[src/hw/eui_map.vh]
// register map, field positions and timing constants for the event flag block
// Function
// - set bit 23 when 8 ms watchdog expires
// - release mac reset after watchdog expiry, asynchronously
// - bit 23 latches a single pulse
// - set bit 22 on write into full fifo
// - discard rx data while overflow flag set
// - set bit 21 on transmitter error level
// - bit 20 holds while usb events pending
// - set bit 19 when tx path disabled
// - bit 19 follows either tx disabled bit
// - set bit 18 when rx path disabled
// - bit 18 follows either rx disabled bit
// - bit 17 reflects phy interrupt level
// - set bit 16 on data port completion
// - bit 16 latches a single pulse
`ifndef EUI_MAP_VH
`define EUI_MAP_VH
`define EUI_STATUS_ADDR 12'h000
`define EUI_MASK_ADDR 12'h004
`define EUI_CTRL_ADDR 12'h008
`define EUI_BIT_DP 16
`define EUI_BIT_PHY 17
`define EUI_BIT_RXDIS 18
`define EUI_BIT_TXDIS 19
`define EUI_BIT_USB 20
`define EUI_BIT_TXE 21
`define EUI_BIT_RDFO 22
`define EUI_BIT_MACRTO 23
`define EUI_FLAG_LO 16
`define EUI_FLAG_HI 23
`define EUI_FLAG_RESET 8'h00
`define EUI_MASK_RESET 8'h00
`define EUI_WDOG_MS 8
`define EUI_CLK_MHZ 100
`define EUI_WDOG_CYCLES (`EUI_WDOG_MS * 1000 * `EUI_CLK_MHZ)
`endif

[src/hw/eui_flags.v]
// upper interrupt status flags with apb access, mask and reset watchdog
//
// Local design decisions: the register offsets and the APB interface to the registers.
`timescale 1ns/1ps
`include "eui_map.vh"
module eui_flags #(
  parameter integer WDOG_CYCLES = `EUI_WDOG_CYCLES
) (
  input wire pclk,
  input wire presetn,
  // register bus
  input wire psel,
  input wire penable,
  input wire pwrite,
  input wire [11:0] paddr,
  input wire [31:0] pwdata,
  input wire [3:0] pstrb,
  output wire [31:0] prdata,
  output wire pready,
  output wire pslverr,
  // event sources from the mac, fifo, usb and phy sides
  input wire phy_rx_clk_seen,
  // receive fifo write handshake
  input wire rx_fifo_full,
  input wire rx_write_req,
  output wire rx_write_accept,
  // same-domain status levels, plus phy_irq_n from another domain
  input wire tx_error,
  input wire usb_event_pending,
  input wire fifo_tx_disabled,
  input wire mac_transmit_reg_disabled,
  input wire fifo_rx_disabled,
  input wire mac_receive_reg_disabled,
  input wire phy_irq_n,
  input wire dport_done,
  // mac reset and interrupt outputs
  output wire mac_reset_n,
  output wire irq
);

  // pins from other domains pass two flops before any logic reads them;
  // reset levels match the idle pins, so no false event follows reset
  wire clk_seen;
  wire phy_irq_s;
  eui_sync #(
    .RST_LEVEL(1'b0)
  ) u_clk_seen_sync (
    .pclk(pclk),
    .presetn(presetn),
    .din(phy_rx_clk_seen),
    .dout(clk_seen)
  );
  eui_sync #(
    .RST_LEVEL(1'b1)
  ) u_phy_irq_sync (
    .pclk(pclk),
    .presetn(presetn),
    .din(phy_irq_n),
    .dout(phy_irq_s)
  );
  wire phy_level = ~phy_irq_s;

  // apb decode; zero wait states
  wire access = psel & penable;
  wire wr_en = access & pwrite;
  wire hit_status = (paddr == `EUI_STATUS_ADDR);
  wire hit_mask = (paddr == `EUI_MASK_ADDR);
  wire hit_ctrl = (paddr == `EUI_CTRL_ADDR);
  wire hit_any = hit_status | hit_mask | hit_ctrl;
  assign pready = 1'b1;
  assign pslverr = access & ~hit_any;

  // flag index inside the 8-bit field
  localparam integer IDX_DP = `EUI_BIT_DP - `EUI_FLAG_LO;
  localparam integer IDX_PHY = `EUI_BIT_PHY - `EUI_FLAG_LO;
  localparam integer IDX_RXDIS = `EUI_BIT_RXDIS - `EUI_FLAG_LO;
  localparam integer IDX_TXDIS = `EUI_BIT_TXDIS - `EUI_FLAG_LO;
  localparam integer IDX_USB = `EUI_BIT_USB - `EUI_FLAG_LO;
  localparam integer IDX_TXE = `EUI_BIT_TXE - `EUI_FLAG_LO;
  localparam integer IDX_RDFO = `EUI_BIT_RDFO - `EUI_FLAG_LO;
  localparam integer IDX_MACRTO = `EUI_BIT_MACRTO - `EUI_FLAG_LO;

  // watchdog states; done is terminal until the next reset
  localparam [1:0] WD_IDLE = 2'h0;
  localparam [1:0] WD_COUNT = 2'h1;
  localparam [1:0] WD_FIRE = 2'h2;
  localparam [1:0] WD_DONE = 2'h3;

  reg [7:0] flags;
  wire [7:0] next_flags;
  reg [7:0] mask;
  reg [7:0] next_mask;
  reg wdog_enable;
  reg next_wdog_enable;
  reg [1:0] wd_state;
  reg [1:0] next_wd_state;
  reg [31:0] wdog_count;
  reg [31:0] next_wdog_count;
  wire wdog_expired;
  wire wdog_pulse;
  reg dport_done_d;
  reg [31:0] rdata;
  reg [31:0] prdata_q;
  reg irq_q;

  // register write decode; mask uses byte lane 2, control uses lane 0
  always @* begin
    next_mask = mask;
    next_wdog_enable = wdog_enable;
    if (wr_en && hit_mask && pstrb[2]) begin
      next_mask = pwdata[`EUI_FLAG_HI:`EUI_FLAG_LO];
    end
    if (wr_en && hit_ctrl && pstrb[0]) begin
      next_wdog_enable = pwdata[0];
    end
  end

  // mask and control registers: control bit 0 starts the mac reset watchdog
  always @(posedge pclk or negedge presetn) begin
    if (!presetn) begin
      mask <= `EUI_MASK_RESET;
      wdog_enable <= 1'b0;
    end else begin
      mask <= next_mask;
      wdog_enable <= next_wdog_enable;
    end
  end

  // watchdog next state: counts only while enabled and phy clocks are absent
  always @* begin
    next_wd_state = wd_state;
    next_wdog_count = wdog_count;
    case (wd_state)
      WD_IDLE: begin
        next_wdog_count = 32'h0;
        // the first counting edge already counts as one
        if (wdog_enable && !clk_seen) begin
          next_wd_state = WD_COUNT;
          next_wdog_count = 32'h1;
        end
      end
      WD_COUNT: begin
        if (!wdog_enable || clk_seen) begin
          // clocks came back or software gave up: start over next time
          next_wd_state = WD_IDLE;
          next_wdog_count = 32'h0;
        end else if (wdog_count >= WDOG_CYCLES - 1) begin
          next_wd_state = WD_FIRE;
        end else begin
          next_wdog_count = wdog_count + 32'h1;
        end
      end
      WD_FIRE: begin
        // one cycle only, so bit 23 latches a pulse, not a level
        next_wd_state = WD_DONE;
      end
      WD_DONE: begin
        // stays expired; only reset re-arms the watchdog
        next_wd_state = WD_DONE;
      end
      default: begin
        // unused code falls back to idle
        next_wd_state = WD_IDLE;
        next_wdog_count = 32'h0;
      end
    endcase
  end

  // watchdog state registers
  always @(posedge pclk or negedge presetn) begin
    if (!presetn) begin
      wd_state <= WD_IDLE;
      wdog_count <= 32'h0;
    end else begin
      wd_state <= next_wd_state;
      wdog_count <= next_wdog_count;
    end
  end
  // expiry is sticky; a late clock arrival does not put the mac back in reset
  assign wdog_expired = (wd_state == WD_FIRE) || (wd_state == WD_DONE);
  assign wdog_pulse = (wd_state == WD_FIRE);

  // reset released by phy clocks or forced by expiry, no clock wait on expiry
  assign mac_reset_n = clk_seen | wdog_expired;

  // completion edge makes a single pulse even for a long done level;
  // a done level left high cannot re-set the flag after a clear
  always @(posedge pclk or negedge presetn) begin
    if (!presetn) begin
      dport_done_d <= 1'b0;
    end else begin
      dport_done_d <= dport_done;
    end
  end
  wire dport_pulse = dport_done & ~dport_done_d;

  wire overflow_evt = rx_write_req & rx_fifo_full;
  // held off while overflow flag stands; requests keep it set, so software clears it while rx_write_req is low to resume
  assign rx_write_accept = rx_write_req & ~rx_fifo_full & ~flags[IDX_RDFO];

  // event sources in bit order 16..23
  // pulse sources latch once; level sources set again every cycle they stand
  wire [7:0] set_vec;
  assign set_vec[IDX_DP] = dport_pulse;
  assign set_vec[IDX_PHY] = phy_level;
  assign set_vec[IDX_RXDIS] = fifo_rx_disabled | mac_receive_reg_disabled;
  assign set_vec[IDX_TXDIS] = fifo_tx_disabled | mac_transmit_reg_disabled;
  assign set_vec[IDX_USB] = usb_event_pending;
  assign set_vec[IDX_TXE] = tx_error;
  assign set_vec[IDX_RDFO] = overflow_evt | (rx_write_req & flags[IDX_RDFO]);
  assign set_vec[IDX_MACRTO] = wdog_pulse;

  // write-one clear through byte lane 2
  wire [7:0] clr_vec = (wr_en && hit_status && pstrb[2]) ?
    pwdata[`EUI_FLAG_HI:`EUI_FLAG_LO] : 8'h00;

  // per-flag next value: set wins over a write-one clear in the same cycle,
  // so an event arriving during the clear is never lost
  genvar i;
  generate
    for (i = 0; i < 8; i = i + 1) begin : g_flag
      assign next_flags[i] = set_vec[i] | (flags[i] & ~clr_vec[i]);
    end
  endgenerate

  // flag register; all flags come up clear
  always @(posedge pclk or negedge presetn) begin
    if (!presetn) begin
      flags <= `EUI_FLAG_RESET;
    end else begin
      flags <= next_flags;
    end
  end

  // irq flop fed from next values, so it moves in the same cycle as
  // the flags and mask while still leaving the block from a register
  always @(posedge pclk or negedge presetn) begin
    if (!presetn) begin
      irq_q <= 1'b0;
    end else begin
      irq_q <= |(next_flags & next_mask);
    end
  end
  assign irq = irq_q;

  // read mux; unmapped reads zero with pslverr
  always @* begin
    rdata = 32'h0;
    case (paddr)
      `EUI_STATUS_ADDR: begin
        rdata[`EUI_FLAG_HI:`EUI_FLAG_LO] = flags;
      end
      `EUI_MASK_ADDR: begin
        rdata[`EUI_FLAG_HI:`EUI_FLAG_LO] = mask;
      end
      `EUI_CTRL_ADDR: begin
        rdata = {30'h0, wdog_expired, wdog_enable};
      end
      default: begin
        rdata = 32'h0;
      end
    endcase
  end

  // read data launched at the setup edge and held through the access phase;
  // a flag set during the setup cycle shows on the following read
  always @(posedge pclk or negedge presetn) begin
    if (!presetn) begin
      prdata_q <= 32'h0;
    end else if (psel && !penable && !pwrite) begin
      prdata_q <= rdata;
    end else begin
      prdata_q <= 32'h0;
    end
  end
  assign prdata = prdata_q;

endmodule

// two-flop synchroniser for one slow level pin
module eui_sync #(
  parameter [0:0] RST_LEVEL = 1'b0
) (
  input wire pclk,
  input wire presetn,
  input wire din,
  output wire dout
);

  // first stage is read only by the second stage
  reg [1:0] stages;
  always @(posedge pclk or negedge presetn) begin
    if (!presetn) begin
      stages <= {2{RST_LEVEL}};
    end else begin
      stages <= {stages[0], din};
    end
  end
  assign dout = stages[1];

endmodule

[config.mk]
export PLATFORM = sky130hd
export DESIGN_NAME = eui_flags
export DESIGN_NICKNAME = d
export VERILOG_FILES = /design/src/hw/eui_flags.v
export VERILOG_INCLUDE_DIRS = /design/src /design/src/hw
export SDC_FILE = /design/constraint.sdc
export NUM_CORES = 1
export LEC_CHECK = 0
export ABC_AREA = 0
export BUFFER_PORTS_ARGS = -buffer_cell sky130_fd_sc_hd__buf_2
export CAP_MARGIN = 15
export CORE_ASPECT_RATIO = 1.5
export CORE_UTILIZATION = 50
export CTS_CLUSTER_SIZE = 30
export DETAILED_ROUTE_END_ITERATION = 10
export PLACE_DENSITY = 0.77
export SYNTH_ARGS = -nofsm -noshare
export SYNTH_HDL_FRONTEND = slang
export SYNTH_SLANG_ARGS = --single-unit
[constraint.sdc]
create_clock -name pclk -period 4.4 [get_ports pclk]
set_input_delay 0.44 -clock pclk [delete_from_list [all_inputs] [get_ports pclk]]
set_output_delay 0.44 -clock pclk [all_outputs]
set_load 0.02 [all_outputs]
# Word level (Yosys, flattened, before mapping)
# Index checks and enable logic that the tools add are counted.
# totals
register_bits,81
latch_bits,0
ramBits,0
romBits,0
input_bits,64
out_inout_bits,37
mem_count,0
# op_classes
addsub,1
n_mul,0
div_mod_pow,0
n_lt_le_gt_ge,1
n_eq_ne,8
shift,0
mux,13
bitwise,44
n_reduce_logical,22
# ops
cell,n
32-bit 2-to-1 mux,2
32-bit one-hot mux with 2 select lines,1
32-bit by 1-bit adder with 32-bit output (second input constant),1
32-bit by 20-bit greater-or-equal comparator with 1-bit output (second input constant),1
24-bit 2-to-1 mux,1
1-bit bitwise AND,16
8-bit 2-to-1 mux,2
8-bit one-hot mux with 2 select lines,1
1-bit bitwise OR,14
1-bit NOT,13
12-bit by 3-bit equality test with 1-bit output (second input constant),1
12-bit by 4-bit equality test with 1-bit output (second input constant),1
12-bit logical NOT,1
1-bit logical AND,9
8-bit bitwise AND,1
2-bit 2-to-1 mux,4
8-bit OR reduction,1
3-bit != test (second input constant),2
2-bit one-hot mux with 3 select lines,1
2-bit equality test (second input constant),2
1-bit logical NOT,4
2-bit AND reduction,2
2-bit by 1-bit equality test with 1-bit output (second input constant),1
2-bit logical NOT,1
other kinds (5),6

# Logic depth before layout (Yosys ltp)
# logic_depth
ltp_word,10
ltp_mapped,8
mapped_depth_nobuf,7

# Hierarchy
# Synthesis repeated with hierarchy kept, for this count alone.
# unflattened
cells_unflattened,346
hier_area_um2,3382.0
# by_module_without_submodules
mod,n_inst,cells_per_inst,area_each_um2
eui_flags,1,342,3279.4
eui_sync (u_phy_irq_sync),1,2,52.6
eui_sync (u_clk_seen_sync),1,2,50.0

# Least setup slack after synthesis
# Ideal clock, no wire load.
# synth_path
path_kind,reg2reg
startpoint,register wdog_count[16]
endpoint,register wdog_count[14]
setup_ns,0.133
arrival_ns,2.030
setup_slack_ns,2.237
path_stages_with_launch,7
synth_period_minus_slack_ns,2.163
path_cell_list,dfrtp_1 or4_4 a211o_4 a21o_1 buf_2 o311ai_1 nand3_1
# synth_via
elab_chain_len,3
# synth_lines
element,line_no,source
start: declaration,eui_flags.v:97,reg [31:0] wdog_count;
start signal: assignment,eui_flags.v:176,wdog_count <= next_wdog_count;
32-bit by 20-bit greater-or-equal comparator with 1-bit output,eui_flags.v:147,end else if (wdog_count >= WDOG_CYCLES - 1) begin
3-bit != test (no source line),-,
2-bit AND reduction (no source line),-,
# No other way between the ends.
# A chain may end at the register's enable or synchronous reset.

# Final worst setup path
# layout_path
startpoint,register wdog_count[0]
endpoint,register wdog_count[18]
# layout_via
elab_chain_len,4
word_cells_on_any_way,7
cone_classes,add/sub (1); order compare (1); eq/ne (1); mux (3); reduce/logical (1)
# layout_lines
element,line_no,source
32-bit by 1-bit adder with 32-bit output,eui_flags.v:150,next_wdog_count = wdog_count + 32'h1;
32-bit 2-to-1 mux,eui_flags.v:147,
32-bit 2-to-1 mux,eui_flags.v:143,if (!wdog_enable || clk_seen) begin
32-bit one-hot mux with 2 select lines,eui_flags.v:133,case (wd_state)
# Several ways; a longest one is shown, not always the timed one. The select of a mux whose other input is x is not followed.

==> metrics.csv <==
stage,metric,value,unit
clock_network,Max clock buf depth,2,
worst_setup_path,Worst R2R Setup Slack,1910,ps
pwr,Pwr Total,1.16,mW
yosys,"area leader, netlist",dfrtp_1,
finish,nets@finish,467,
worst_setup_path,critical path's slowest cell,nor4_1,
finish,flip-flop and latch area,0.00168,mm2
floorplanning,Core Region,0.00662,mm2
place,"worst slack, placed",1660,ps
yosys,netlist area before placement,0.00348,mm2
finish,"Design Area, Final",0.00388,mm2
clock_network,CTS Buf Count,9,
yosys,post-synthesis area per instance,9.85,um2
floorplanning,die width,70.1,um
floorplanning,I/O Pins,101,
floorplanning,Die Y,104,um
grt,largest net degree at the start of global routing,37,
detailed_routing,post-route ant nets,0,
floorplanning,Starting Density,52.5,%
yosys,Yosys top cell area share,46.8,%
pwr,part of the power in registers,53.2,%
yosys,main combinational cell family by area after synthesis,simple AND/OR/NAND/NOR gates,
pwr,VDD IR max,262,uV
detailed_routing,DRC Markers,0,
pwr,Net Sw Frac,23.6,%
sta,Slew headroom,47.1,%
yosys,simple logic cell fraction of the synthesized area,23.2,%
sta,Final setup viols,0,
yosys,Synth Area in Adders,0.360,%
detailed_routing,length of routed met2 wiring,3640,um
yosys,post-synthesis mux area share,5.47,%
worst_hold_path,worst hold path type,input pin to asynchronous set/reset pin,
finish,ant diodes,0,
sta,achievable clock frequency,401,MHz
finish,area of the multi-input gates,0.00164,mm2
sta,Final WS setup,1910,ps
pwr,part of the power in the clock network,40.6,%
yosys,sequential-to-total area share from yosys stat,48.3,%
finish,Fillers,581,
finish,fraction of layout cells with a size suffix above 1,21.6,%
yosys,Syn Inst Count,353,
worst_setup_path,CP Cell Sequence,ha_1 -> nand3_1 -> o21ai_0 -> a211o_4 -> a21o_1 -> nor4_1 -> mux2i_1,
sta,fin crit period,2490,ps
yosys,asr flop ratio synth,100,%
place,Final HPWL DP,4930,um
grt,gr ovfl total,0,
clock_network,Worst-path clk slew,70,ps
grt,first-pass GRT wire length,11700,um
pwr,P_int,0.890,mW
clock_network,CTS H-tree depth,3,
yosys,Compound-Gate Fraction of Synth Area,14.7,%
yosys,warnings from Yosys,0,
worst_setup_path,critical path arrival,2760,ps
yosys,largest cells by area after synthesis,"dfrtp_1, buf_4, nand2_1",
yosys,"Primary FF master, synth",dfrtp_1,
clock_network,Clock Sinks,67,
worst_setup_path,CP Launch Type,flop,
clock_network,Post-CTS Resized,0,
sta,"Slew Viols, Final",0,
worst_setup_path,"critical path fanouts, max",18,
finish,area grow syn2layout,11.5,%
detailed_routing,DR vias/cell,5.57,
worst_setup_path,Worst path max stage delay,450,ps
worst_setup_path,Crit Path Category,flop to flop,
worst_setup_path,Worst Setup End Kind,flop,
clock_network,quantity of hold-fixing buffers added after cts,0,
clock_network,post-CTS setup buffer count,0,
clock_network,CTS tree,done,
grt,GRT Util Overall,20.2,%
clock_network,Root Driver,clkbuf_8,
floorplanning,Core Rows,36,
detailed_routing,DR pass1 iterations,4,
pwr,Pleak,1.85,nW
sta,final hold violations,0,
finish,Layout Cells excl Fill,483,
sta,setup TNS,0,ps
detailed_routing,drt wl/cell,14.4,um
place,IO Port Bufs,52,
pwr,switching power,0.274,mW
detailed_routing,total routed wirelength,6940,um
detailed_routing,WL met1,2900,um
sta,Final Skew,8.90,ps
floorplanning,die area,0.00730,mm2
yosys,Post-Synth XOR/XNOR Area,1.01,%
grt,initial antenna violation count,0,
detailed_routing,top routing layer in use,met4,
sta,Worst-Margin Slew,793,ps
place,GP Congestion,0.778,
place,Placed Cells,467,
detailed_routing,initial DRC count,139,
detailed_routing,met3 routed WL,256,um
sta,Final Cycle Share,56.7,%
clock_network,clock latency at the later pin of the worst-skew pair,350,ps
yosys,number of flops mapped to enable cells by yosys,0,
sta,RSZ-0062 raised after global routing,false,
yosys,Seq cells post-synth,67,
flow_run,max_cap viols,0,
yosys,post-synth cell types,55,
pwr,Gate power share,6.2,%
detailed_routing,routed vias,2691,
place,DP Area,0.00370,mm2
pwr,PwrDens,300,mW/mm2
worst_setup_path,CP required,4670,ps
outcome,status,finished clean,
grt,vias in the first global route,2638,
## flip-flops by register name (all words and copies together) (netlist names)
register / flops
mask: 8
wdog_count: 32
irq: 1
flags: 8
wdog_enable: 1
prdata: 10
u_clk_seen_sync.stages: 2
u_phy_irq_sync.stages: 2
dport_done_d: 1
wd_state: 2
## layout by cell type, fill, tap and decap left out, drive strengths merged, types with 2 or more instances in the layout
cell,count
a2111oi,4
a211o,3
a21boi,2
a21o,7
a21oi,15
a31o,2
and2,18
and3,2
and4,4
buf,53
clkbuf,14
clkinv,2
conb,23
dfrtp,65
dfstp,2
inv,4
mux2,8
mux2i,10
nand2,44
nand2b,10
nand3,17
nand4,4
nor2,24
nor2b,7
nor3,2
nor4,7
o211ai,5
o21a,2
o21ai,11
o22a,3
o22ai,2
o311ai,2
o32ai,2
o41ai,2
or2,3
or4,6
xnor2,4
## per-stage QoR
step | util, % | hold WS (ps)
5_1_grt | 58.6 | 174
4_1_cts | 58.6 | 181
3_3_place_gp | 55.8 | 338
2_1_floorplan | - | 144
3_5_place_dp | 55.8 | 347
6_report | 58.6 | 172
## power groups by stage
stage | clock network, mW | registers [mW] | logic, mW
2_1_floorplan | 0 | 0.631 | 0.0495
3_3_place_gp | 0 | 0.631 | 0.0704
3_5_place_dp | 0 | 0.631 | 0.0720
4_1_cts | 0.480 | 0.620 | 0.0723
5_1_grt | 0.506 | 0.619 | 0.0804
6_report | 0.473 | 0.620 | 0.0717
## synth_stat cells, types with 2 or more instances
cell type  count
a21oi_1       15
o22ai_1        2
o211ai_1       5
o21a_1         2
buf_4         23
and4_1         4
nor4_1         7
inv_1          4
o41ai_1        2
nor3_1         2
or4_1          5
and3_1         2
nand3_1       17
mux2_2         8
nand2b_1      10
conb_1         2
a211o_1        2
dfrtp_1       65
xnor2_1        4
nor2_1        24
o32ai_1        2
and2_1        18
o21ai_0       11
a2111oi_2      3
a21boi_0       2
or2_2          3
mux2i_1       10
o22a_1         3
nor2b_1        7
clkbuf_1      10
a21o_1         7
buf_1          2
nand4_1        4
nand2_1       44
dfstp_2        2
## cells by family (layout without fill, tap and decap cells)
group / Yosys count / in the layout
AO/OA/AOI/OAI: 67 / 67
XOR/XNOR: 4 / 4
adder cells (fa/ha/maj): 1 / 1
buffers and inverters: 40 / 73
flip-flops: 67 / 67
multiplexers: 18 / 18
other: 2 / 23
AND/OR/NAND/NOR: 154 / 154
## worst paths after layout
check,startpoint,end,cells past startpoint
worst min register to register,u_phy_irq_sync.stages[0],u_phy_irq_sync.stages[1],0
worst max register to register,wdog_count[0],wdog_count[18],7
max in group asynchronous,presetn,u_phy_irq_sync.stages[1],2
worst min-delay path,presetn,flags[7],1
worst max-delay path,wdog_count[0],wdog_count[18],7
min in group pclk,phy_irq_n,u_phy_irq_sync.stages[0],1
## critical path: cells and delay by family, from the launching register on
kind / cells / cell delay (ps)
and+or+nand+nor: 2 / 630
adders and majority gates: 1 / 240
DFF: 1 / 420
muxes: 1 / 220
AOI/OAI and AO/OA: 3 / 900
## metal layers
| layer | track usage [%] | vias to the layer above |
|---|---|---|
| li1 | - | 1306 |
| met5 | 0 | - |
| met1 | 22.8 | 1312 |
| met4 | 9.71 | 0 |
| met3 | 5.52 | 15 |
| met2 | 34.8 | 58 |
## cell type report
cell class | instances | area share (%)
Sequential cell | 67 | 43.3
Multi-Input combinational cell | 267 | 42.3
Timing Repair Buffer | 53 | 6.90
Clock buffer | 14 | 4.45
Tap cell | 76 | 2.45
Inverter | 4 | 0.387
Clock inverter | 2 | 0.258
No activity file was read; power rests on OpenSTA's default activity.
